==> src/acr_pkg.sv <==
// Package of offsets, field positions, reset values and timing for the amplifier control bank
package acr_pkg;

	// ---------------------------------------------------------------
	// Register offsets (page 0)
	// ---------------------------------------------------------------
	localparam logic [7:0] ACR_OFS_PAGE       = 8'h00;
	localparam logic [7:0] ACR_OFS_MODE_SENSE = 8'h02;
	localparam logic [7:0] ACR_OFS_SWITCHING  = 8'h03;
	localparam logic [7:0] ACR_OFS_SUPPLY     = 8'h04;
	localparam logic [7:0] ACR_OFS_FOLDBACK   = 8'h05;
	localparam logic [7:0] ACR_OFS_RETRY      = 8'h06;
	localparam logic [7:0] ACR_PAGE_ZERO      = 8'h00;

	// ---------------------------------------------------------------
	// Reset values
	// ---------------------------------------------------------------
	localparam logic [7:0] ACR_RST_PAGE       = 8'h00;
	localparam logic [7:0] ACR_RST_MODE_SENSE = 8'h1a;
	localparam logic [7:0] ACR_RST_SWITCHING  = 8'h28;
	localparam logic [7:0] ACR_RST_SUPPLY     = 8'h21;
	localparam logic [7:0] ACR_RST_FOLDBACK   = 8'h41;
	localparam logic [7:0] ACR_RST_RETRY      = 8'h00;

	// ---------------------------------------------------------------
	// Field positions
	// ---------------------------------------------------------------
	localparam int ACR_BIT_BROWNOUT_SEL  = 7;
	localparam int ACR_BIT_CURRENT_PD    = 4;
	localparam int ACR_BIT_VOLTAGE_PD    = 3;
	localparam int ACR_MODE_MSB          = 2;
	localparam int ACR_SCHEME_MSB        = 7;
	localparam int ACR_SCHEME_LSB        = 6;
	localparam int ACR_LEVEL_MSB         = 5;
	localparam int ACR_LEVEL_LSB         = 1;
	localparam int ACR_BIT_LOW_SRC       = 7;
	localparam int ACR_BIT_PULLUP        = 6;
	localparam int ACR_BIT_SPREAD        = 5;
	localparam int ACR_CONV_MSB          = 4;
	localparam int ACR_CONV_LSB          = 3;
	localparam int ACR_DCB_MSB           = 2;
	localparam int ACR_BIT_FOLDBACK      = 3;
	localparam int ACR_BIT_OC_RETRY      = 5;
	localparam int ACR_BIT_OT_RETRY      = 4;
	localparam int ACR_BIT_POSTFILTER    = 3;
	localparam int ACR_BIT_SAFE          = 2;

	// ---------------------------------------------------------------
	// Operating modes and encodings
	// ---------------------------------------------------------------
	localparam logic [2:0] ACR_MODE_ACTIVE   = 3'h0;
	localparam logic [2:0] ACR_MODE_MUTED    = 3'h1;
	localparam logic [2:0] ACR_MODE_SHUTDOWN = 3'h2;
	localparam logic [1:0] ACR_SCHEME_LOWPWR = 2'h3;
	localparam logic [2:0] ACR_DCB_RESERVED  = 3'h7;

	// ---------------------------------------------------------------
	// Retry timing
	// ---------------------------------------------------------------
	localparam longint ACR_CLK_HZ        = 10000000;
	localparam longint ACR_RETRY_MS      = 1500;
	localparam longint ACR_RETRY_CYCLES  = (ACR_RETRY_MS * ACR_CLK_HZ) / 1000;

	typedef enum logic [1:0] {
		ACR_RUN  = 2'b00,
		ACR_HOLD = 2'b01,
		ACR_WAIT = 2'b11
	} acr_fault_e;

endpackage : acr_pkg

==> src/acr_retry_timer.sv <==
// Fault retry timer that counts out the hold-off period
`timescale 1ns/1ns
`default_nettype none
module acr_retry_timer
	import acr_pkg::*;
#(
	parameter int unsigned RETRY_CYCLES = 32'(ACR_RETRY_CYCLES)
) (
	input  wire logic clk,     // Core clock
	input  wire logic rst,     // Async reset, high
	input  wire logic start,   // Restart the period
	output logic      expired  // Period has elapsed, level
);

	logic [31:0] count;
	logic [31:0] next_count;

	// Count down from the period; a start always restarts the full wait
	always_comb begin
		next_count = count;
		if (start) begin
			next_count = RETRY_CYCLES - 32'h1;
		end else if (count != 32'h0) begin
			next_count = count - 32'h1;
		end
	end

	always_ff @(posedge clk or posedge rst) begin
		if (rst) begin
			count <= 32'h0;
		end else begin
			count <= next_count;
		end
	end

	assign expired = (count == 32'h0) && !start;

endmodule : acr_retry_timer
`default_nettype wire

==> src/acr_core_regs.sv <==
// Page 0 control register bank of the amplifier core with its decoded settings
//
// Function
// - Mode field selects active, muted or shutdown
// - Bit 7 picks brownout supply and lockout
// - Switching scheme field, code 3 low power
// - Bit 7 tells low supply origin
// - Bit 6 enables interrupt line pull-up
// - Spread spectrum, overridden by clock sync
// - Converter filter off or three cut-offs
// - Playback DC blocker bypass or six cut-offs
// - Record DC blocker same coding, reset one
// - Overcurrent fault auto retry after timer
// - Overtemperature fault auto retry after timer
// - Feedback source: outputs or sense pins
// - Never retry before retry period elapses
// - Bank reachable only when page zero selected
`timescale 1ns/1ns
`default_nettype none
module acr_core_regs
	import acr_pkg::*;
#(
	parameter int unsigned RETRY_CYCLES = 32'(ACR_RETRY_CYCLES)
) (
	input  wire logic       CORE_CLK,          // Core clock, 10 MHz
	input  wire logic       RST,               // Async reset, high
	input  wire logic       WR_EN,             // Control port write strobe
	input  wire logic       RD_EN,             // Control port read strobe
	input  wire logic [7:0] ADDR,              // Register offset
	input  wire logic [7:0] WDATA,             // Write data
	input  wire logic       CLOCK_SYNC,        // Class-D sync to audio clocks
	input  wire logic       OVERCURRENT,       // Overcurrent fault, async level
	input  wire logic       OVERTEMP,          // Overtemperature fault, async level
	output logic [7:0]      RDATA,             // Read data
	output logic            RVALID,            // Read data valid pulse
	output logic            AMP_ENABLE,        // Class-D running
	output logic            AMP_MUTE,          // Audio muted
	output logic            SHUTDOWN,          // Software or fault shutdown in force
	output logic            BROWNOUT_INPUT_SELECT,  // Brownout monitors high supply
	output logic            HIGH_SUPPLY_LOCKOUT,    // High supply lockout enabled
	output logic            CURRENT_SENSE_POWERDOWN, // Current sense off
	output logic            VOLTAGE_SENSE_POWERDOWN, // Voltage sense off
	output logic [1:0]      SWITCHING_SUPPLY_SCHEME, // Class-D supply scheme
	output logic            LOW_POWER_BRIDGE,  // Low-power dual supply mode
	output logic [4:0]      AMP_LEVEL,         // Amplifier level code
	output logic            LOW_SUPPLY_SOURCE, // Low supply made internally
	output logic            INTERRUPT_LINE_PULLUP, // Pull-up on interrupt line
	output logic            SPREAD_SPECTRUM,   // Effective spread spectrum
	output logic [1:0]      CONVERTER_FILTER_CUTOFF, // Converter filter code
	output logic            CONVERTER_FILTER_ON, // Converter filter in use
	output logic [2:0]      PLAYBACK_DC_BLOCK_CUTOFF, // Playback blocker code
	output logic            PLAYBACK_DC_BLOCK_ON, // Playback blocker in path
	output logic            THERMAL_FOLDBACK_ENABLE, // Thermal foldback on
	output logic [2:0]      RECORD_DC_BLOCK_CUTOFF, // Record blocker code
	output logic            RECORD_DC_BLOCK_ON, // Record blocker in path
	output logic            POSTFILTER_FEEDBACK_ENABLE, // Feedback from sense pins
	output logic            SAFE_MODE,         // Safe mode on
	output logic            FAULT_SHUTDOWN     // Held off by a fault
);

	// ---------------------------------------------------------------
	// Register storage
	// ---------------------------------------------------------------
	logic [7:0] page;
	logic [7:0] mode_and_sense_control;
	logic [7:0] output_switching_and_level;
	logic [7:0] supply_and_filter_config;
	logic [7:0] foldback_and_record_filter;
	logic [7:0] fault_retry_and_feedback;
	logic [7:0] next_page;
	logic [7:0] next_mode_and_sense_control;
	logic [7:0] next_output_switching_and_level;
	logic [7:0] next_supply_and_filter_config;
	logic [7:0] next_foldback_and_record_filter;
	logic [7:0] next_fault_retry_and_feedback;
	logic [7:0] next_rdata;
	logic       next_rvalid;
	logic       page_zero;

	// Bank is only decoded while page zero is selected
	assign page_zero = (page == ACR_PAGE_ZERO);

	// Write decode; every bit, reserved ones too, is stored as written
	always_comb begin
		next_page                       = page;
		next_mode_and_sense_control     = mode_and_sense_control;
		next_output_switching_and_level = output_switching_and_level;
		next_supply_and_filter_config   = supply_and_filter_config;
		next_foldback_and_record_filter = foldback_and_record_filter;
		next_fault_retry_and_feedback   = fault_retry_and_feedback;
		if (WR_EN) begin
			if (ADDR == ACR_OFS_PAGE) begin
				next_page = WDATA;
			end else if (page_zero) begin
				case (ADDR)
					ACR_OFS_MODE_SENSE: next_mode_and_sense_control     = WDATA;
					ACR_OFS_SWITCHING:  next_output_switching_and_level = WDATA;
					ACR_OFS_SUPPLY:     next_supply_and_filter_config   = WDATA;
					ACR_OFS_FOLDBACK:   next_foldback_and_record_filter = WDATA;
					ACR_OFS_RETRY:      next_fault_retry_and_feedback   = WDATA;
					default: begin
					end
				endcase
			end
		end
	end

	// Read mux; bank offsets on other pages and unmapped offsets read as zero
	always_comb begin
		next_rdata  = 8'h00;
		next_rvalid = RD_EN;
		if (RD_EN) begin
			if (ADDR == ACR_OFS_PAGE) begin
				next_rdata = page;
			end else if (page_zero) begin
				case (ADDR)
					ACR_OFS_MODE_SENSE: next_rdata = mode_and_sense_control;
					ACR_OFS_SWITCHING:  next_rdata = output_switching_and_level;
					ACR_OFS_SUPPLY:     next_rdata = supply_and_filter_config;
					ACR_OFS_FOLDBACK:   next_rdata = foldback_and_record_filter;
					ACR_OFS_RETRY:      next_rdata = fault_retry_and_feedback;
					default:            next_rdata = 8'h00;
				endcase
			end
		end
	end

	always_ff @(posedge CORE_CLK or posedge RST) begin
		if (RST) begin
			page                       <= ACR_RST_PAGE;
			mode_and_sense_control     <= ACR_RST_MODE_SENSE;
			output_switching_and_level <= ACR_RST_SWITCHING;
			supply_and_filter_config   <= ACR_RST_SUPPLY;
			foldback_and_record_filter <= ACR_RST_FOLDBACK;
			fault_retry_and_feedback   <= ACR_RST_RETRY;
			RDATA                      <= 8'h00;
			RVALID                     <= 1'b0;
		end else begin
			page                       <= next_page;
			mode_and_sense_control     <= next_mode_and_sense_control;
			output_switching_and_level <= next_output_switching_and_level;
			supply_and_filter_config   <= next_supply_and_filter_config;
			foldback_and_record_filter <= next_foldback_and_record_filter;
			fault_retry_and_feedback   <= next_fault_retry_and_feedback;
			RDATA                      <= next_rdata;
			RVALID                     <= next_rvalid;
		end
	end

	// ---------------------------------------------------------------
	// Fault synchronisers and retry hold-off
	// ---------------------------------------------------------------
	logic [1:0] oc_sync;
	logic [1:0] ot_sync;
	logic       oc_flt;
	logic       ot_flt;
	acr_fault_e fstate;
	acr_fault_e next_fstate;
	logic       oc_seen;
	logic       next_oc_seen;
	logic       timer_start;
	logic       timer_expired;
	logic       retry_allowed;

	// Two flops per fault pin; only the second stage is looked at
	always_ff @(posedge CORE_CLK or posedge RST) begin
		if (RST) begin
			oc_sync <= 2'b00;
			ot_sync <= 2'b00;
		end else begin
			oc_sync <= {oc_sync[0], OVERCURRENT};
			ot_sync <= {ot_sync[0], OVERTEMP};
		end
	end
	assign oc_flt = oc_sync[1];
	assign ot_flt = ot_sync[1];

	acr_retry_timer #(
		.RETRY_CYCLES(RETRY_CYCLES)
	) u_timer (
		.clk    (CORE_CLK),
		.rst    (RST),
		.start  (timer_start),
		.expired(timer_expired)
	);

	// Retry needs the bit for the fault that struck
	assign retry_allowed = oc_seen ? fault_retry_and_feedback[ACR_BIT_OC_RETRY]
	                               : fault_retry_and_feedback[ACR_BIT_OT_RETRY];

	// Latched faults leave HOLD only through a shutdown request, and even
	// then wait out the timer, so the stage is never stressed in quick bursts
	always_comb begin
		next_fstate  = fstate;
		next_oc_seen = oc_seen;
		timer_start  = 1'b0;
		case (fstate)
			ACR_RUN: begin
				if (oc_flt || ot_flt) begin
					next_fstate  = ACR_HOLD;
					next_oc_seen = oc_flt;
					timer_start  = 1'b1;
				end
			end
			ACR_HOLD: begin
				if (oc_flt || ot_flt) begin
					timer_start = 1'b1;
				end else if (retry_allowed ||
				             mode_and_sense_control[ACR_MODE_MSB:0] == ACR_MODE_SHUTDOWN) begin
					next_fstate = ACR_WAIT;
				end
			end
			ACR_WAIT: begin
				if (oc_flt || ot_flt) begin
					next_fstate = ACR_HOLD;
					timer_start = 1'b1;
				end else if (timer_expired) begin
					next_fstate = ACR_RUN;
				end
			end
			default: next_fstate = ACR_RUN;
		endcase
	end

	always_ff @(posedge CORE_CLK or posedge RST) begin
		if (RST) begin
			fstate  <= ACR_RUN;
			oc_seen <= 1'b0;
		end else begin
			fstate  <= next_fstate;
			oc_seen <= next_oc_seen;
		end
	end

	// ---------------------------------------------------------------
	// Decoded settings, all registered
	// ---------------------------------------------------------------
	logic [2:0] mode;
	logic       run_ok;
	assign mode   = mode_and_sense_control[ACR_MODE_MSB:0];
	assign run_ok = (next_fstate == ACR_RUN);

	always_ff @(posedge CORE_CLK or posedge RST) begin
		if (RST) begin
			AMP_ENABLE                 <= 1'b0;
			AMP_MUTE                   <= 1'b1;
			SHUTDOWN                   <= 1'b1;
			FAULT_SHUTDOWN             <= 1'b0;
			BROWNOUT_INPUT_SELECT      <= 1'b0;
			HIGH_SUPPLY_LOCKOUT        <= 1'b0;
			CURRENT_SENSE_POWERDOWN    <= 1'b1;
			VOLTAGE_SENSE_POWERDOWN    <= 1'b1;
			SWITCHING_SUPPLY_SCHEME    <= 2'h0;
			LOW_POWER_BRIDGE           <= 1'b0;
			AMP_LEVEL                  <= ACR_RST_SWITCHING[ACR_LEVEL_MSB:ACR_LEVEL_LSB];
			LOW_SUPPLY_SOURCE          <= 1'b0;
			INTERRUPT_LINE_PULLUP      <= 1'b0;
			SPREAD_SPECTRUM            <= 1'b0;
			CONVERTER_FILTER_CUTOFF    <= 2'h0;
			CONVERTER_FILTER_ON        <= 1'b0;
			PLAYBACK_DC_BLOCK_CUTOFF   <= ACR_RST_SUPPLY[ACR_DCB_MSB:0];
			PLAYBACK_DC_BLOCK_ON       <= 1'b0;
			THERMAL_FOLDBACK_ENABLE    <= 1'b0;
			RECORD_DC_BLOCK_CUTOFF     <= ACR_RST_FOLDBACK[ACR_DCB_MSB:0];
			RECORD_DC_BLOCK_ON         <= 1'b0;
			POSTFILTER_FEEDBACK_ENABLE <= 1'b0;
			SAFE_MODE                  <= 1'b0;
		end else begin
			// Reserved mode codes are treated as shutdown for safety
			AMP_ENABLE <= run_ok && (mode == ACR_MODE_ACTIVE || mode == ACR_MODE_MUTED);
			AMP_MUTE   <= !(run_ok && mode == ACR_MODE_ACTIVE);
			SHUTDOWN   <= !run_ok || !(mode == ACR_MODE_ACTIVE || mode == ACR_MODE_MUTED);
			FAULT_SHUTDOWN          <= !run_ok;
			BROWNOUT_INPUT_SELECT   <= mode_and_sense_control[ACR_BIT_BROWNOUT_SEL];
			HIGH_SUPPLY_LOCKOUT     <= mode_and_sense_control[ACR_BIT_BROWNOUT_SEL];
			CURRENT_SENSE_POWERDOWN <= mode_and_sense_control[ACR_BIT_CURRENT_PD];
			VOLTAGE_SENSE_POWERDOWN <= mode_and_sense_control[ACR_BIT_VOLTAGE_PD];
			SWITCHING_SUPPLY_SCHEME <= output_switching_and_level[ACR_SCHEME_MSB:ACR_SCHEME_LSB];
			LOW_POWER_BRIDGE        <= output_switching_and_level[ACR_SCHEME_MSB:ACR_SCHEME_LSB]
			                           == ACR_SCHEME_LOWPWR;
			AMP_LEVEL               <= output_switching_and_level[ACR_LEVEL_MSB:ACR_LEVEL_LSB];
			LOW_SUPPLY_SOURCE       <= supply_and_filter_config[ACR_BIT_LOW_SRC];
			INTERRUPT_LINE_PULLUP   <= supply_and_filter_config[ACR_BIT_PULLUP];
			// Sync to audio clocks takes priority over spreading
			SPREAD_SPECTRUM         <= supply_and_filter_config[ACR_BIT_SPREAD] && !CLOCK_SYNC;
			CONVERTER_FILTER_CUTOFF <= supply_and_filter_config[ACR_CONV_MSB:ACR_CONV_LSB];
			CONVERTER_FILTER_ON     <= supply_and_filter_config[ACR_CONV_MSB:ACR_CONV_LSB] != 2'h0;
			PLAYBACK_DC_BLOCK_CUTOFF <= supply_and_filter_config[ACR_DCB_MSB:0];
			// Code 0 bypasses; reserved code 7 also bypasses rather than guessing
			PLAYBACK_DC_BLOCK_ON    <= supply_and_filter_config[ACR_DCB_MSB:0] != 3'h0 &&
			                           supply_and_filter_config[ACR_DCB_MSB:0] != ACR_DCB_RESERVED;
			THERMAL_FOLDBACK_ENABLE <= foldback_and_record_filter[ACR_BIT_FOLDBACK];
			RECORD_DC_BLOCK_CUTOFF  <= foldback_and_record_filter[ACR_DCB_MSB:0];
			RECORD_DC_BLOCK_ON      <= foldback_and_record_filter[ACR_DCB_MSB:0] != 3'h0 &&
			                           foldback_and_record_filter[ACR_DCB_MSB:0] != ACR_DCB_RESERVED;
			POSTFILTER_FEEDBACK_ENABLE <= fault_retry_and_feedback[ACR_BIT_POSTFILTER];
			SAFE_MODE               <= fault_retry_and_feedback[ACR_BIT_SAFE];
		end
	end

endmodule : acr_core_regs
`default_nettype wire

==> config.mk <==
export PLATFORM = sky130hd
export DESIGN_NAME = acr_core_regs
export DESIGN_NICKNAME = d
export VERILOG_FILES = /design/src/acr_pkg.sv /design/src/acr_retry_timer.sv /design/src/acr_core_regs.sv
export SDC_FILE = /design/constraint.sdc
export NUM_CORES = 1
export LEC_CHECK = 0
export CAP_MARGIN = 20
export CORE_UTILIZATION = 43
export DETAILED_ROUTE_END_ITERATION = 12
export DONT_BUFFER_PORTS = 1
export PLACE_DENSITY = 0.55
export SYNTH_ARGS = -nofsm -noshare
export SYNTH_HDL_FRONTEND = slang
export SYNTH_SLANG_ARGS = --single-unit
==> constraint.sdc <==
create_clock -name CORE_CLK -period 5.65 [get_ports CORE_CLK]
set_clock_uncertainty 0.1 [all_clocks]
set_input_delay 0.565 -clock CORE_CLK [delete_from_list [all_inputs] [get_ports CORE_CLK]]
set_output_delay 0.565 -clock CORE_CLK [all_outputs]
set_load 0.005 [all_outputs]
Yosys cells after proc, flatten, opt, wreduce, memory -nomap -nowiden
Cells that the tools add are included.
{ "totals": {"output_inout_bits": 42, "reg_bits": 128, "word_cells": 98} }
{ "classes": {"eq_ne": 12, "n_bitwise": 1, "n_mux": 15, "addsub": 1, "n_reduce_logical": 34} }
{ "ops": {"columns": ["cell", "n"], "rows": [
  ["$mux W32", 2],
  ["$pmux W8 S5", 1],
  ["$logic_not A32 Y1", 1],
  ["$reduce_bool A32 Y1", 1],
  ["$sub A32 B1 Y32 const B", 1],
  ["$eq A8 B3 Y1 const B", 3],
  ["$mux W8", 3],
  ["$reduce_and A4 Y1", 5],
  ["$eq A8 B2 Y1 const B", 2],
  ["$logic_not A8 Y1", 2],
  ["$mux W2", 5],
  ["$logic_and A1 B1 Y1", 6],
  ["$ne A3 B3 Y1 const B", 2],
  ["$pmux W2 S3", 1],
  ["$reduce_bool A3 Y1", 2],
  ["$logic_not A1 Y1", 5],
  ["$eq A2 B2 Y1 const B", 2],
  ["$logic_not A2 Y1", 2],
  ["$logic_or A1 B1 Y1", 4],
  ["$reduce_and A2 Y1", 2],
  ["$reduce_bool A2 Y1", 2],
  ["$eq A3 B1 Y1 const B", 1],
  ["$eq A3 B2 Y1 const B", 1],
  ["$logic_not A3 Y1", 1],
  ["4 further kinds", 6]
]} }

Longest topological paths before layout
Gate-level depths: netlist of the first run.
{ "depth": {"word_depth": 11, "ltp_mapped": 8} }

By module
Synthesis of the first run repeated with hierarchy kept, for this count alone.
{ "hier_totals": {"cells_unflattened": 440, "hier_area_um2": 5541.6} }
{ "by_module_without_submodules": {"columns": ["mod", "cells_per_inst", "seq_area_each_um2", "n_inst", "area_per_inst_um2"], "rows": [
  ["acr_core_regs", 249, 2423.6, 1, 3677.3],
  ["acr_retry_timer", 191, 800.8, 1, 1864.3]
]} }

Least setup slack after synthesis of the first run
Ideal clock, no wire load.
{ "synth_timing": {"kind": "input to register", "start": "in ADDR[5]", "end": "reg output_switching_and_level[0]", "setup_time_ns": 0.125, "slack_ns": 2.984, "arrival_time_ns": 2.441, "n_path_buf": 2, "path_stages": 7, "path_cell_list": "or4_1 -> nor3_1 -> and3_1 -> buf_2 -> nor2b_1 -> clkbuf_1 -> mux2_2"} }
{ "synth_between": {"elab_chain_len": 3} }
{ "synth_lines": {"columns": ["element", "line_no", "rtl"], "rows": [
  ["start, declared", "acr_core_regs.sv:29", "input wire logic [7:0] ADDR,"],
  ["$logic_not A8 Y1", "acr_core_regs.sv:92", "if (ADDR == ACR_OFS_PAGE) begin"],
  ["$not A1 Y1 (no source line)", null, null],
  ["$reduce_and A4 Y1 (no source line) (*)", null, null],
  ["end signal, assigned", "acr_core_regs.sv:141", "output_switching_and_level <= next_output_switching_and_level;"],
  ["end, declared", "acr_core_regs.sv:66", "logic [7:0] output_switching_and_level;"]
]} }
Every way passes the cells marked *; elsewhere a longest branch is shown, timed or not.
A chain may end at the register's enable or synchronous reset.

Worst setup path after layout of the first run
{ "layout_timing": {"start": "reg u_timer.count[4]", "end": "reg u_timer.count[26]"} }
{ "layout_between": {"elab_chain_len": 3} }
{ "layout_lines": {"columns": ["element", "line_no", "rtl"], "rows": [
  ["start, declared", "acr_retry_timer.sv:15", "logic [31:0] count;"],
  ["start signal, assigned", "acr_retry_timer.sv:32", "count <= next_count;"],
  ["$sub A32 B1 Y32", "acr_retry_timer.sv:24", "next_count = count - 32'h1;"],
  ["$mux W32", "acr_retry_timer.sv:23", "end else if (count != 32'h0) begin"],
  ["$mux W32", "acr_retry_timer.sv:21", "if (start) begin"]
]} }
Parallel ways exist; a longest one is shown, timed or not. The select of a mux whose other input is x is not followed.

==> reports/summary.json, run 1 <==
{
  "power_per_cell_area_nw_per_um2": 346,
  "diodes_inserted": 0,
  "yosys.cell_count.top_type": "dfrtp_1",
  "cts_tree": "built",
  "max_freq_ghz": 0.338,
  "synth_cell_type_count": 50,
  "synth_warn": 0,
  "globalRouteOverflowTotal": 0,
  "cp.arrival_ps": 3100,
  "outcome": "completed",
  "dr_total_vias": 3408,
  "vias_in_the_first_global_route": 3347,
  "area_fraction_of_the_dominant_cell_type_after_synthesis_pct": 52.0,
  "grt_max_degree": 73,
  "maxSlewViolCount": 0,
  "cp_slowest_cell": "o31ai_2",
  "cp_data_required_time_ps": 5790,
  "path_common_cell": "or4_1",
  "cts-htree-levels": 4,
  "ctsLongestPathBuffers": 2,
  "timing.final.hold_violations": 0,
  "period_minus_slack_ps": 2960,
  "placeableCoreArea_um2": 12100,
  "timing.hold.worst.class": "in2reg",
  "report.final.setup_viol": 0,
  "post_drt_wl_per_cell_um": 18.8,
  "global_route.usage.total_pct": 19.2,
  "placedCellCount": 577,
  "worst_ir_drop_vdd_mv": 0.228,
  "post_synthesis_net_count": 450,
  "timing.critical_path.cells": "or4_1 > or2_1 > o31ai_2 > or4_1 > a21oi_1",
  "route.final.wire_length_um": 11500,
  "worst_reg_to_reg_path_cell_count": 5,
  "cts_setup_buffers": 0,
  "synth_top_flop_cell": "dfrtp_1",
  "iter_0_drt_violations": 254,
  "drc": 0,
  "clock_latency_ps": 410,
  "floorplan.initialDensity_pct": 44.3,
  "cts_inserted_buffers": 17,
  "leakage_power_summed_over_all_cells_nw": 2.55,
  "cts.root.buffer_cell": "clkbuf_16",
  "critical_path.endpoint_type": "flip-flop",
  "yosys.area.top_type": "dfrtp_1",
  "period_share_pct": 52.4,
  "power_mw": 2.11,
  "synth.ff_latch_count": 128,
  "fin_worst_hold_slack_ps": 82.2,
  "fp.dieH_um": 113,
  "dpl.hpwl_um": 7540,
  "critical_path.startpoint_type": "flip-flop",
  "antenna_found_initial": 0,
  "ctsResizeCount": 0,
  "antenna_violating_nets_post_route": 0,
  "worst_slew_pin_tran_ps": 1010,
  "timing.hold.worst.start": "OVERTEMP",
  "synthesis.instances": 425,
  "num_rows": 40,
  "syn-mean-instance-area_um2": 12.6,
  "gp_congestion": 0.805,
  "hold_buffers": 0,
  "io-pin-count": 65,
  "finish.cell_count_without_fillers": 610,
  "synth.cell_area_um2": 5350,
  "final.fill_count": 1069,
  "ys_top_cells_by_count": "dfrtp_1 (111), mux2_2 (50), a21oi_1 (25)",
  "layout.core_utilization_pct": 50.4,
  "critical_path.max_fanout": 15,
  "worstPathBufferInverterCount": 0,
  "timing.reg2reg.setup_slack_ps": 2690,
  "maxCapViolCount": 0,
  "unrepaired_setup_endpoints_after_global_routing": "no",
  "synth.yosys.seq_area_share_pct": 60.3,
  "synth_edf_count": 0,
  "die-area_um2": 12900,
  "slew_headroom_pct": 32.0,
  "placement.io_buffers": 0,
  "worstHoldEndpoint": "ot_sync[0]",
  "reg_to_reg_start": "u_timer.count[4]",
  "clk_pin_slew_worst_paths_ps": 60,
  "max_stage_delay_ps": 900,
  "grt_first_pass_wirelength_um": 18500,
  "final_net_count": 454,
  "r2r_end": "u_timer.count[26]",
  "first_pass_iters": 4,
  "die_width_um": 113,
  "synth.top_cells.by_area": "dfrtp_1 (52%), mux2_2 (11%), dfstp_2 (8.4%)",
  "timing.setup.critical_path_class": "reg2reg",
  "proportion_of_register_bits_with_asynchronous_set_or_reset_after_synthesis_pct": 100,
  "clock_sink_count": 128,
  "post_route_cells_drive_above_1_share_pct": 26.7,
  "timing.critical_path.max_delay_family": "simple AND/OR/NAND/NOR gates",
  "worstHoldPathCells": 0,
  "setup_total_negative_slack_ps": 0,
  "vias_per_cell": 5.59,
  "flow.area_growth_from_synthesis_pct": 13.8
}
==> layer usage <==
metal	routed length [um]	up-vias	global-route usage, %
li1	-	1605	-
met1	5210	1730	25.1
met2	5620	65	30.1
met3	532	8	6.32
met4	104	0	6.49
met5	0	-	0
==> placed cells by master (no fill, tap or decap), types with 8 or more instances in the layout <==
cell type	synthesis	routed
nand2_1	16	16
o31ai_1	13	12
nand3_1	12	12
or3_1	20	20
clkbuf_16	0	17
mux2_2	50	50
mux2i_1	8	8
nor3_1	8	8
or4_1	19	19
nor2_1	17	17
a22o_1	9	9
a21oi_1	25	24
dfstp_2	17	17
dfrtp_1	111	111
o21ai_0	12	12
or2_2	8	8
a221o_1	8	8
==> where the power goes <==
part           internal (mW)  switching, mW  leakage, nW
sequential             0.951         0.0220         1.61
clock                  0.661          0.407        0.276
combinational         0.0250         0.0389        0.661
total                   1.64          0.468         2.55
==> cell type report <==
| cell class | count | area, um2 | share of cell area, % |
|---|---|---|---|
| well taps | 168 | 210 | 3.46 |
| repair buffers | 2 | 15.0 | 0.247 |
| flip-flops and latches | 128 | 3220 | 53.0 |
| multi-input cells | 273 | 2020 | 33.3 |
| clock buffers | 19 | 443 | 7.28 |
| inverters | 7 | 28.8 | 0.473 |
| clock inverters | 13 | 136 | 2.24 |
==> cell families after synthesis <==
kind of cell | synth area share [%]
buffers and inverters | 1.99
adders and majority gates | 0.468
muxes | 12.0
xor gates and xnor gates | 0.656
and+or+nand+nor | 14.2
DFF | 60.3
AOI/OAI and AO/OA | 10.4
==> worst max path at each step <==
stage / from / slack (ps) / to / cells after the start
6_report: u_timer.count[4] / 2690 / u_timer.count[26] / 5
4_1_cts: u_timer.count[4] / 2640 / u_timer.count[17] / 5
2_1_floorplan: RST / 1600 / AMP_ENABLE / 1
3_3_place_gp: ADDR[5] / 2620 / output_switching_and_level[4] / 5
5_1_grt: u_timer.count[4] / 2470 / u_timer.count[26] / 5
3_5_place_dp: ADDR[5] / 2530 / output_switching_and_level[1] / 5
==> flip-flops by register name, indices dropped and copies added, names as in the netlist, 2 cells and up <==
| register | count |
|---|---|
| RDATA | 8 |
| mode_and_sense_control | 8 |
| supply_and_filter_config | 8 |
| fault_retry_and_feedback | 8 |
| AMP_LEVEL | 5 |
| fstate | 2 |
| foldback_and_record_filter | 8 |
| ot_sync | 2 |
| CONVERTER_FILTER_CUTOFF | 2 |
| SWITCHING_SUPPLY_SCHEME | 2 |
| PLAYBACK_DC_BLOCK_CUTOFF | 3 |
| page | 8 |
| oc_sync | 2 |
| u_timer.count | 32 |
| output_switching_and_level | 8 |
| RECORD_DC_BLOCK_CUTOFF | 3 |
==> through the flow <==
step	area [um2]	worst slack, ps
floorplan	5350	1600
global placement	5490	2620
detailed placement	5490	2530
CTS	6070	2640
global route	6080	2470
finish	6080	2690
==> worst register-to-register path, stage by stage, from the launching register on <==
cell and delay (ps):
dfrtp_1 430, or4_1 660, or2_1 390, o31ai_2 900, or4_1 230, a21oi_1 70
No activity file was read; power rests on OpenSTA's default activity.
==> inputs of run 2 (changes only) <==
--- a/config.mk
+++ b/config.mk
@@ -5,6 +5,7 @@
 export SDC_FILE = /design/constraint.sdc
 export NUM_CORES = 1
 export LEC_CHECK = 0
+export ABC_AREA = 1
 export CAP_MARGIN = 20
 export CORE_UTILIZATION = 43
 export DETAILED_ROUTE_END_ITERATION = 12
==> constraint.sdc (replaced) <==
create_clock -name CORE_CLK -period 2.8 [get_ports CORE_CLK]
set_clock_uncertainty 0.1 [all_clocks]
set_input_delay 0.28 -clock CORE_CLK [delete_from_list [all_inputs] [get_ports CORE_CLK]]
set_output_delay 0.28 -clock CORE_CLK [all_outputs]
set_load 0.005 [all_outputs]
==> reports/summary.json, run 2 <==
{
  "outcome": "completed",
  "worst_reg_to_reg_path_cell_count": {"value": 8, "change": "+3"},
  "synth.yosys.seq_area_share": {"value": 53.8, "unit": "%", "change": "-6.5 points"},
  "worst_ir_drop_vdd": {"value": 0.384, "unit": "mV", "change": "+68%"},
  "synth_warn": {"value": 0, "change": "unchanged"},
  "setup_total_negative_slack": {"value": 0, "unit": "ps", "change": "unchanged"},
  "final.fill_count": {"value": 1288, "change": "+20%"},
  "synth_edf_count": {"value": 0, "change": "unchanged"},
  "io-pin-count": {"value": 65, "change": "unchanged"},
  "synth.ff_latch_count": {"value": 128, "change": "unchanged"},
  "maxSlewViolCount": {"value": 0, "change": "unchanged"},
  "ys_top_cells_by_count": "nand2_1 (149), dfrtp_1 (111), nand3_1 (82)",
  "dr_total_vias": {"value": 4559, "change": "+34%"},
  "stdcell_area": {"value": 6740, "unit": "um2", "change": "+11%"},
  "gp_congestion": {"value": 0.924, "change": "+15%"},
  "synth_top_flop_cell": "dfrtp_1",
  "die-area": {"value": 14400, "unit": "um2", "change": "+12%"},
  "first_pass_iters": {"value": 5, "change": "+1"},
  "dpl-instance-area": {"value": 6120, "unit": "um2", "change": "+11%"},
  "timing.final.hold_violations": {"value": 0, "change": "unchanged"},
  "clk_pin_slew_worst_paths": {"value": 60, "unit": "ps", "change": "about the same"},
  "die_width": {"value": 120, "unit": "um", "change": "+5.8%"},
  "period_share": {"value": 72.1, "unit": "%", "change": "+20 points"},
  "clock_latency": {"value": 420, "unit": "ps", "change": "about the same"},
  "layout.core_utilization": {"value": 50.3, "unit": "%", "change": "-0.11 points"},
  "synth_cell_type_count": {"value": 40, "change": "-20%"},
  "cp.arrival": {"value": 2210, "unit": "ps", "change": "-890 ps"},
  "placement.io_buffers": {"value": 0, "change": "unchanged"},
  "post_route_cells_drive_above_1_share": {"value": 14.5, "unit": "%", "change": "-12 points"},
  "max_freq": {"value": 0.496, "unit": "GHz", "change": "+47%"},
  "timing.setup.critical_path_class": "reg2reg",
  "power_per_cell_area": {"value": 636, "unit": "nW/um2", "change": "+84%"},
  "synth.top_cells.by_area": "dfrtp_1 (46%), nand2_1 (9.3%), dfstp_2 (7.5%)",
  "globalRouteOverflowTotal": {"value": 0, "change": "unchanged"},
  "clock_sink_count": {"value": 128, "change": "unchanged"},
  "drc": {"value": 0, "change": "unchanged"},
  "diodes_inserted": {"value": 0, "change": "unchanged"},
  "critical_path.startpoint_type": "flip-flop",
  "critical_path.endpoint_type": "flip-flop",
  "antenna_found_initial": {"value": 0, "change": "unchanged"},
  "synthesis.instances": {"value": 679, "change": "+60%"},
  "report.final.setup_viol": {"value": 0, "change": "unchanged"},
  "cts_inserted_buffers": {"value": 17, "change": "unchanged"},
  "layout.cells.most_common": "nand2_1",
  "cts.root.buffer_cell": "clkbuf_16",
  "flow.area_growth_from_synthesis_pct": 12.5,
  "unrepaired_setup_endpoints_after_global_routing": "no",
  "syn-mean-instance-area": {"value": 8.82, "unit": "um2", "change": "-30%"},
  "largest-register": "u_timer.count",
  "vias_in_the_first_global_route": {"value": 4584, "change": "+37%"},
  "grt_first_pass_wirelength": {"value": 24000, "unit": "um", "change": "+29%"},
  "worst_slew_pin_tran": {"value": 675, "unit": "ps", "change": "-339 ps"},
  "iter_0_drt_violations": {"value": 338, "change": "+33%"},
  "maxCapViolCount": {"value": 0, "change": "unchanged"},
  "yosys.cell_count.top_type": "nand2_1",
  "cts-htree-levels": {"value": 4, "change": "unchanged"},
  "grt_max_degree": {"value": 129, "change": "+77%"},
  "leakage_power_summed_over_all_cells": {"value": 3.10, "unit": "nW", "change": "+22%"},
  "cp_slowest_cell": "dfrtp_1",
  "final_net_count": {"value": 716, "change": "+58%"},
  "finish.cell_count_without_fillers": {"value": 880, "change": "+44%"},
  "max_stage_delay": {"value": 410, "unit": "ps", "change": "-490 ps"},
  "post_synthesis_net_count": {"value": 704, "change": "+56%"},
  "placedCellCount": {"value": 843, "change": "+46%"},
  "yosys.area.top_type": "dfrtp_1",
  "largest_register_ff_count": {"value": 32, "change": "unchanged"},
  "global_route.usage.total": {"value": 21.9, "unit": "%", "change": "+2.7 points"},
  "power": {"value": 4.29, "unit": "mW", "change": "+100%"},
  "ctsLongestPathBuffers": {"value": 2, "change": "unchanged"},
  "dpl.hpwl": {"value": 10200, "unit": "um", "change": "+35%"},
  "num_rows": {"value": 42, "change": "+5.0%"},
  "period_minus_slack": {"value": 2020, "unit": "ps", "change": "-942 ps"},
  "worstHoldPathCells": {"value": 2, "change": "+2"},
  "post_drt_wl_per_cell": {"value": 16.4, "unit": "um", "change": "-13%"},
  "placeableCoreArea": {"value": 13400, "unit": "um2", "change": "+11%"},
  "vias_per_cell": {"value": 5.18, "change": "-7.3%"},
  "timing.critical_path.cells": "inv_1 > nand2_1 > nor3_1 > nand3_2 > nor2_4 > nand2_4 > clkinv_4 > nor2_1",
  "final_cell_mix": "nand2_1 (149), dfrtp_1 (111), nand3_1 (82), nor2_1 (71), inv_1 (63)",
  "antenna_violating_nets_post_route": {"value": 0, "change": "unchanged"},
  "proportion_of_register_bits_with_asynchronous_set_or_reset_after_synthesis": {"value": 100, "unit": "%", "change": "unchanged"},
  "cts_tree": "built",
  "fp.dieH": {"value": 120, "unit": "um", "change": "+5.8%"},
  "floorplan.initialDensity": {"value": 44.7, "unit": "%", "change": "+0.39 points"},
  "critical_path.max_fanout": {"value": 12, "change": "-3"},
  "synth.cell_area": {"value": 5990, "unit": "um2", "change": "+12%"},
  "area_fraction_of_the_dominant_cell_type_after_synthesis": {"value": 46.4, "unit": "%", "change": "-5.6 points"},
  "timing.hold.worst.class": "in2reg",
  "route.final.wire_length": {"value": 14400, "unit": "um", "change": "+26%"},
  "slew_headroom": {"value": 55.0, "unit": "%", "change": "+23 points"},
  "cp_data_required_time": {"value": 2990, "unit": "ps", "change": "-2800 ps"}
}
## run 2: changes by cell type in the layout (fill, tap and decap cells not counted), moves of 19 or more
cell,delta
nand3_1,+70
or4_1,-19
nor2_1,+54
or3_1,-20
inv_1,+57
nor2_2,+20
mux2_2,-50
nand2_1,+133
o21ai_1,+40
## run 2: final timing paths
check	start	to	slack, ps
max in group asynchronous	RST	RDATA[6]	1650
min reg2reg	oc_sync[0]	oc_sync[1]	250
min in group asynchronous	RST	u_timer.count[7]	450
min	RD_EN	RDATA[7]	50
max reg2reg	u_timer.count[28]	u_timer.count[30]	780
max	u_timer.count[28]	u_timer.count[30]	780
## run 2: logic make-up after synthesis
logic type	share of synthesized area (%)
compound gates	8.42
xor+xnor	1.17
fa+ha+maj	0.418
buf+inv	6.39
flops	53.8
simple gates	29.8
## run 2: worst max-delay path, delay by kind of cell (launching register included)
family | cells | cell delay, ps
buffers and inverters | 2 | 300
DFF | 1 | 410
and+or+nand+nor | 6 | 1080
## run 2: stage by stage
stage | worst slack [ps] | hold WS [ps]
after CTS | 802 | 30.7
after global placement | 816 | 211
after detailed placement | 827 | 211
final | 782 | 49.7
after floorplan | 853 | 211
after global routing | 702 | 66.3
## run 2: layer usage
metal  up-vias  part of all wire, %  global-route usage [%]  wire [um]
li1       2246                    -                       -          -
met1      2181                   44                    27.3       6300
met2       103                   49                    36.0       7070
met3        29                  4.4                    5.51        641
met4         0                  2.8                    9.30        397
met5         -                    0                       0          0
## run 2: layout make-up
class                   count  area (um2)  area share (%)
flip-flops and latches    128        3220            47.8
multi-input cells         469        2380            35.4
clock buffers              21         460            6.83
inverters                  68         269            3.99
well taps                 176         220            3.27
clock inverters            11         106            1.58
repair buffers              7        77.6            1.15
## run 2: timing repair
action                    CTS  global route
hold endpoints to repair  115             0
buffers inserted            0             0
gates resized for setup     0             0
hold buffers                5             0
## run 2: report_power, final
part	internal (mW)	total (mW)	switching, mW	leakage [nW]
Combinational	0.0604	0.211	0.151	1.22
Clock	1.27	2.10	0.824	0.270
Sequential	1.93	1.98	0.0498	1.62
==> inputs of run 3 (changes only) <==
==> constraint.sdc (replaced) <==
create_clock -name CORE_CLK -period 2 [get_ports CORE_CLK]
set_clock_uncertainty 0.1 [all_clocks]
set_input_delay 0.2 -clock CORE_CLK [delete_from_list [all_inputs] [get_ports CORE_CLK]]
set_output_delay 0.2 -clock CORE_CLK [all_outputs]
set_load 0.005 [all_outputs]
==> reports/summary.json, run 3 (synthesis results as in run 2) <==
{
  "outcome": "complete, but fails checks",
  "failed_checks": "negative hold slack",
  "post_drt_wl_per_cell": {"value": 16.5, "unit": "um", "change": "+0.48%"},
  "timing.critical_path.cells": "inv_2 > ha_2 > nand2_2 > nor2_4 > nand2_1 > nor2_1 > xor2_1 > nand2_1 > nor2_2",
  "period_minus_slack": {"value": 1860, "unit": "ps", "change": "-162 ps"},
  "setup_total_negative_slack": {"value": 0, "unit": "ps", "change": "unchanged"},
  "power": {"value": 6.23, "unit": "mW", "change": "+45%"},
  "largest-register": "u_timer.count",
  "critical_path.startpoint_type": "flip-flop",
  "placement.io_buffers": {"value": 0, "change": "unchanged"},
  "flow.area_growth_from_synthesis_pct": 15.2,
  "leakage_power_summed_over_all_cells": {"value": 3.18, "unit": "nW", "change": "+2.6%"},
  "critical_path.max_fanout": {"value": 7, "change": "-5"},
  "gp_congestion": {"value": 0.896, "change": "-3.0%"},
  "num_rows": {"value": 42, "change": "unchanged"},
  "maxCapViolCount": {"value": 0, "change": "unchanged"},
  "route.final.wire_length": {"value": 14700, "unit": "um", "change": "+1.7%"},
  "first_pass_iters": {"value": 5, "change": "unchanged"},
  "placeableCoreArea": {"value": 13400, "unit": "um2", "change": "unchanged"},
  "grt_max_degree": {"value": 45, "change": "-65%"},
  "final_cell_mix": "nand2_1 (149), dfrtp_1 (111), nand3_1 (82), nor2_1 (70), inv_1 (63)",
  "floorplan.initialDensity": {"value": 44.7, "unit": "%", "change": "unchanged"},
  "dpl.hpwl": {"value": 10600, "unit": "um", "change": "+4.3%"},
  "max_stage_delay": {"value": 410, "unit": "ps", "change": "about the same"},
  "cts_tree": "built",
  "ctsLongestPathBuffers": {"value": 2, "change": "unchanged"},
  "io-pin-count": {"value": 65, "change": "unchanged"},
  "drc": {"value": 0, "change": "unchanged"},
  "largest_register_ff_count": {"value": 32, "change": "unchanged"},
  "cts.root.buffer_cell": "clkbuf_16",
  "fp.dieH": {"value": 120, "unit": "um", "change": "unchanged"},
  "slew_headroom": {"value": 54.5, "unit": "%", "change": "-0.47 points"},
  "clk_pin_slew_worst_paths": {"value": 60, "unit": "ps", "change": "about the same"},
  "final.fill_count": {"value": 1291, "change": "+0.23%"},
  "max_freq": {"value": 0.539, "unit": "GHz", "change": "+8.7%"},
  "iter_0_drt_violations": {"value": 302, "change": "-11%"},
  "globalRouteOverflowTotal": {"value": 0, "change": "unchanged"},
  "cts_inserted_buffers": {"value": 17, "change": "unchanged"},
  "period_share": {"value": 92.8, "unit": "%", "change": "+21 points"},
  "cp_slowest_cell": "dfrtp_1",
  "report.final.setup_viol": {"value": 0, "change": "unchanged"},
  "vias_per_cell": {"value": 5.14, "change": "-0.80%"},
  "post_route_cells_drive_above_1_share": {"value": 16.2, "unit": "%", "change": "+1.7 points"},
  "antenna_violating_nets_post_route": {"value": 0, "change": "unchanged"},
  "clock_sink_count": {"value": 128, "change": "unchanged"},
  "dpl-instance-area": {"value": 6220, "unit": "um2", "change": "+1.5%"},
  "fin_worst_hold_slack": {"value": -11.9, "unit": "ps", "change": "-61.6 ps"},
  "global_route.usage.total": {"value": 22.1, "unit": "%", "change": "+0.16 points"},
  "unrepaired_setup_endpoints_after_global_routing": "no",
  "worst_slew_pin_tran": {"value": 680, "unit": "ps", "change": "+5.69 ps"},
  "dr_total_vias": {"value": 4579, "change": "+0.44%"},
  "cp.arrival": {"value": 2110, "unit": "ps", "change": "-100 ps"},
  "stdcell_area": {"value": 6900, "unit": "um2", "change": "+2.4%"},
  "grt_first_pass_wirelength": {"value": 23800, "unit": "um", "change": "-0.55%"},
  "critical_path.endpoint_type": "flip-flop",
  "timing.setup.critical_path_class": "reg2reg",
  "clock_latency": {"value": 430, "unit": "ps", "change": "about the same"},
  "worst_ir_drop_vdd": {"value": 0.588, "unit": "mV", "change": "+53%"},
  "cp_data_required_time": {"value": 2260, "unit": "ps", "change": "-730 ps"},
  "antenna_found_initial": {"value": 0, "change": "unchanged"},
  "path_common_cell": "nand2_1",
  "timing.hold.worst.class": "in2reg",
  "diodes_inserted": {"value": 0, "change": "unchanged"},
  "final_net_count": {"value": 727, "change": "+1.5%"},
  "vias_in_the_first_global_route": {"value": 4482, "change": "-2.2%"},
  "power_per_cell_area": {"value": 903, "unit": "nW/um2", "change": "+42%"},
  "timing.final.hold_violations": {"value": 3, "change": "+3"},
  "die_width": {"value": 120, "unit": "um", "change": "unchanged"},
  "maxSlewViolCount": {"value": 0, "change": "unchanged"},
  "cts-htree-levels": {"value": 4, "change": "unchanged"},
  "cts_setup_buffers": {"value": 0, "change": "unchanged"},
  "die-area": {"value": 14400, "unit": "um2", "change": "unchanged"},
  "layout.cells.most_common": "nand2_1"
}
==> run 3: cell count changes in the layout (fill, tap and decap cells not counted), sizes merged <==
cell,previous run,this run
buf,2,11
bufinv,1,2
clkbuf,21,18
clkinv,5,4
clkinvlp,4,3
dlygate4sd3,5,7
inv,69,73
==> run 3: repair_timing <==
item / CTS / global route
endpoints found under the hold margin: 43 / 0
hold buffers: 7 / 0
gates resized for setup: 0 / 3
endpoints found under the setup margin: 0 / 3
==> run 3: final timing paths <==
| check | from | end | slack (ps) | cells past startpoint |
|---|---|---|---|---|
| max | u_timer.count[0] | u_timer.count[26] | 140 | 9 |
| min | WDATA[5] | mode_and_sense_control[5] | -10 | 2 |
| max reg2reg | u_timer.count[0] | u_timer.count[26] | 140 | 9 |
| min reg2reg | ot_sync[0] | ot_sync[1] | 250 | 0 |
| max in group asynchronous | RST | mode_and_sense_control[1] | 830 | 3 |
| min in group asynchronous | RST | u_timer.count[5] | 270 | 2 |
==> run 3: through the flow <==
step / setup WS, ps / std cells / utilization [%] / hold slack [ps]
after floorplan: 133 / 679 / - / 131
after global placement: 149 / 852 / 46.4 / 89.3
after detailed placement: 142 / 852 / 46.4 / 102
after CTS: 112 / 891 / 51.4 / 2.11
after global routing: 24.1 / 891 / 51.5 / 7.65
final: 144 / 891 / 51.5 / -11.9
==> run 3: power breakdown <==
group          leakage [nW]  total (mW)  switching (mW)  internal [mW]
clock                 0.292        3.15            1.25           1.91
sequential             1.62        2.77          0.0693           2.70
combinational          1.28       0.312           0.215         0.0967
total                  3.18        6.23            1.53           4.70
==> run 3: layout make-up <==
type / count / area [um2] / share of cell area, %
tap: 176 / 220 / 3.19
clock buffer: 18 / 439 / 6.36
timing repair buffer: 18 / 190 / 2.75
inverter: 68 / 269 / 3.90
clock inverter: 14 / 168 / 2.43
multi-input combinational: 469 / 2390 / 34.7
sequential: 128 / 3220 / 46.7
==> run 3: routing by layer <==
| metal | global-route usage [%] | share of wire (%) | routed length [um] | vias up |
|---|---|---|---|---|
| li1 | - | - | - | 2278 |
| met1 | 27.6 | 44 | 6450 | 2203 |
| met2 | 36.5 | 51 | 7440 | 77 |
| met3 | 5.32 | 3.2 | 473 | 21 |
| met4 | 9.06 | 2.0 | 297 | 0 |
| met5 | 0 | 0 | 0 | - |
==> run 3: worst max-delay path, delay by kind of cell (launching register included) <==
kind | cells | cell delay, ps
XOR/XNOR | 1 | 170
AND/OR/NAND/NOR | 6 | 760
buffers and inverters | 1 | 130
flip-flops | 1 | 410
adder cells (fa/ha/maj) | 1 | 230
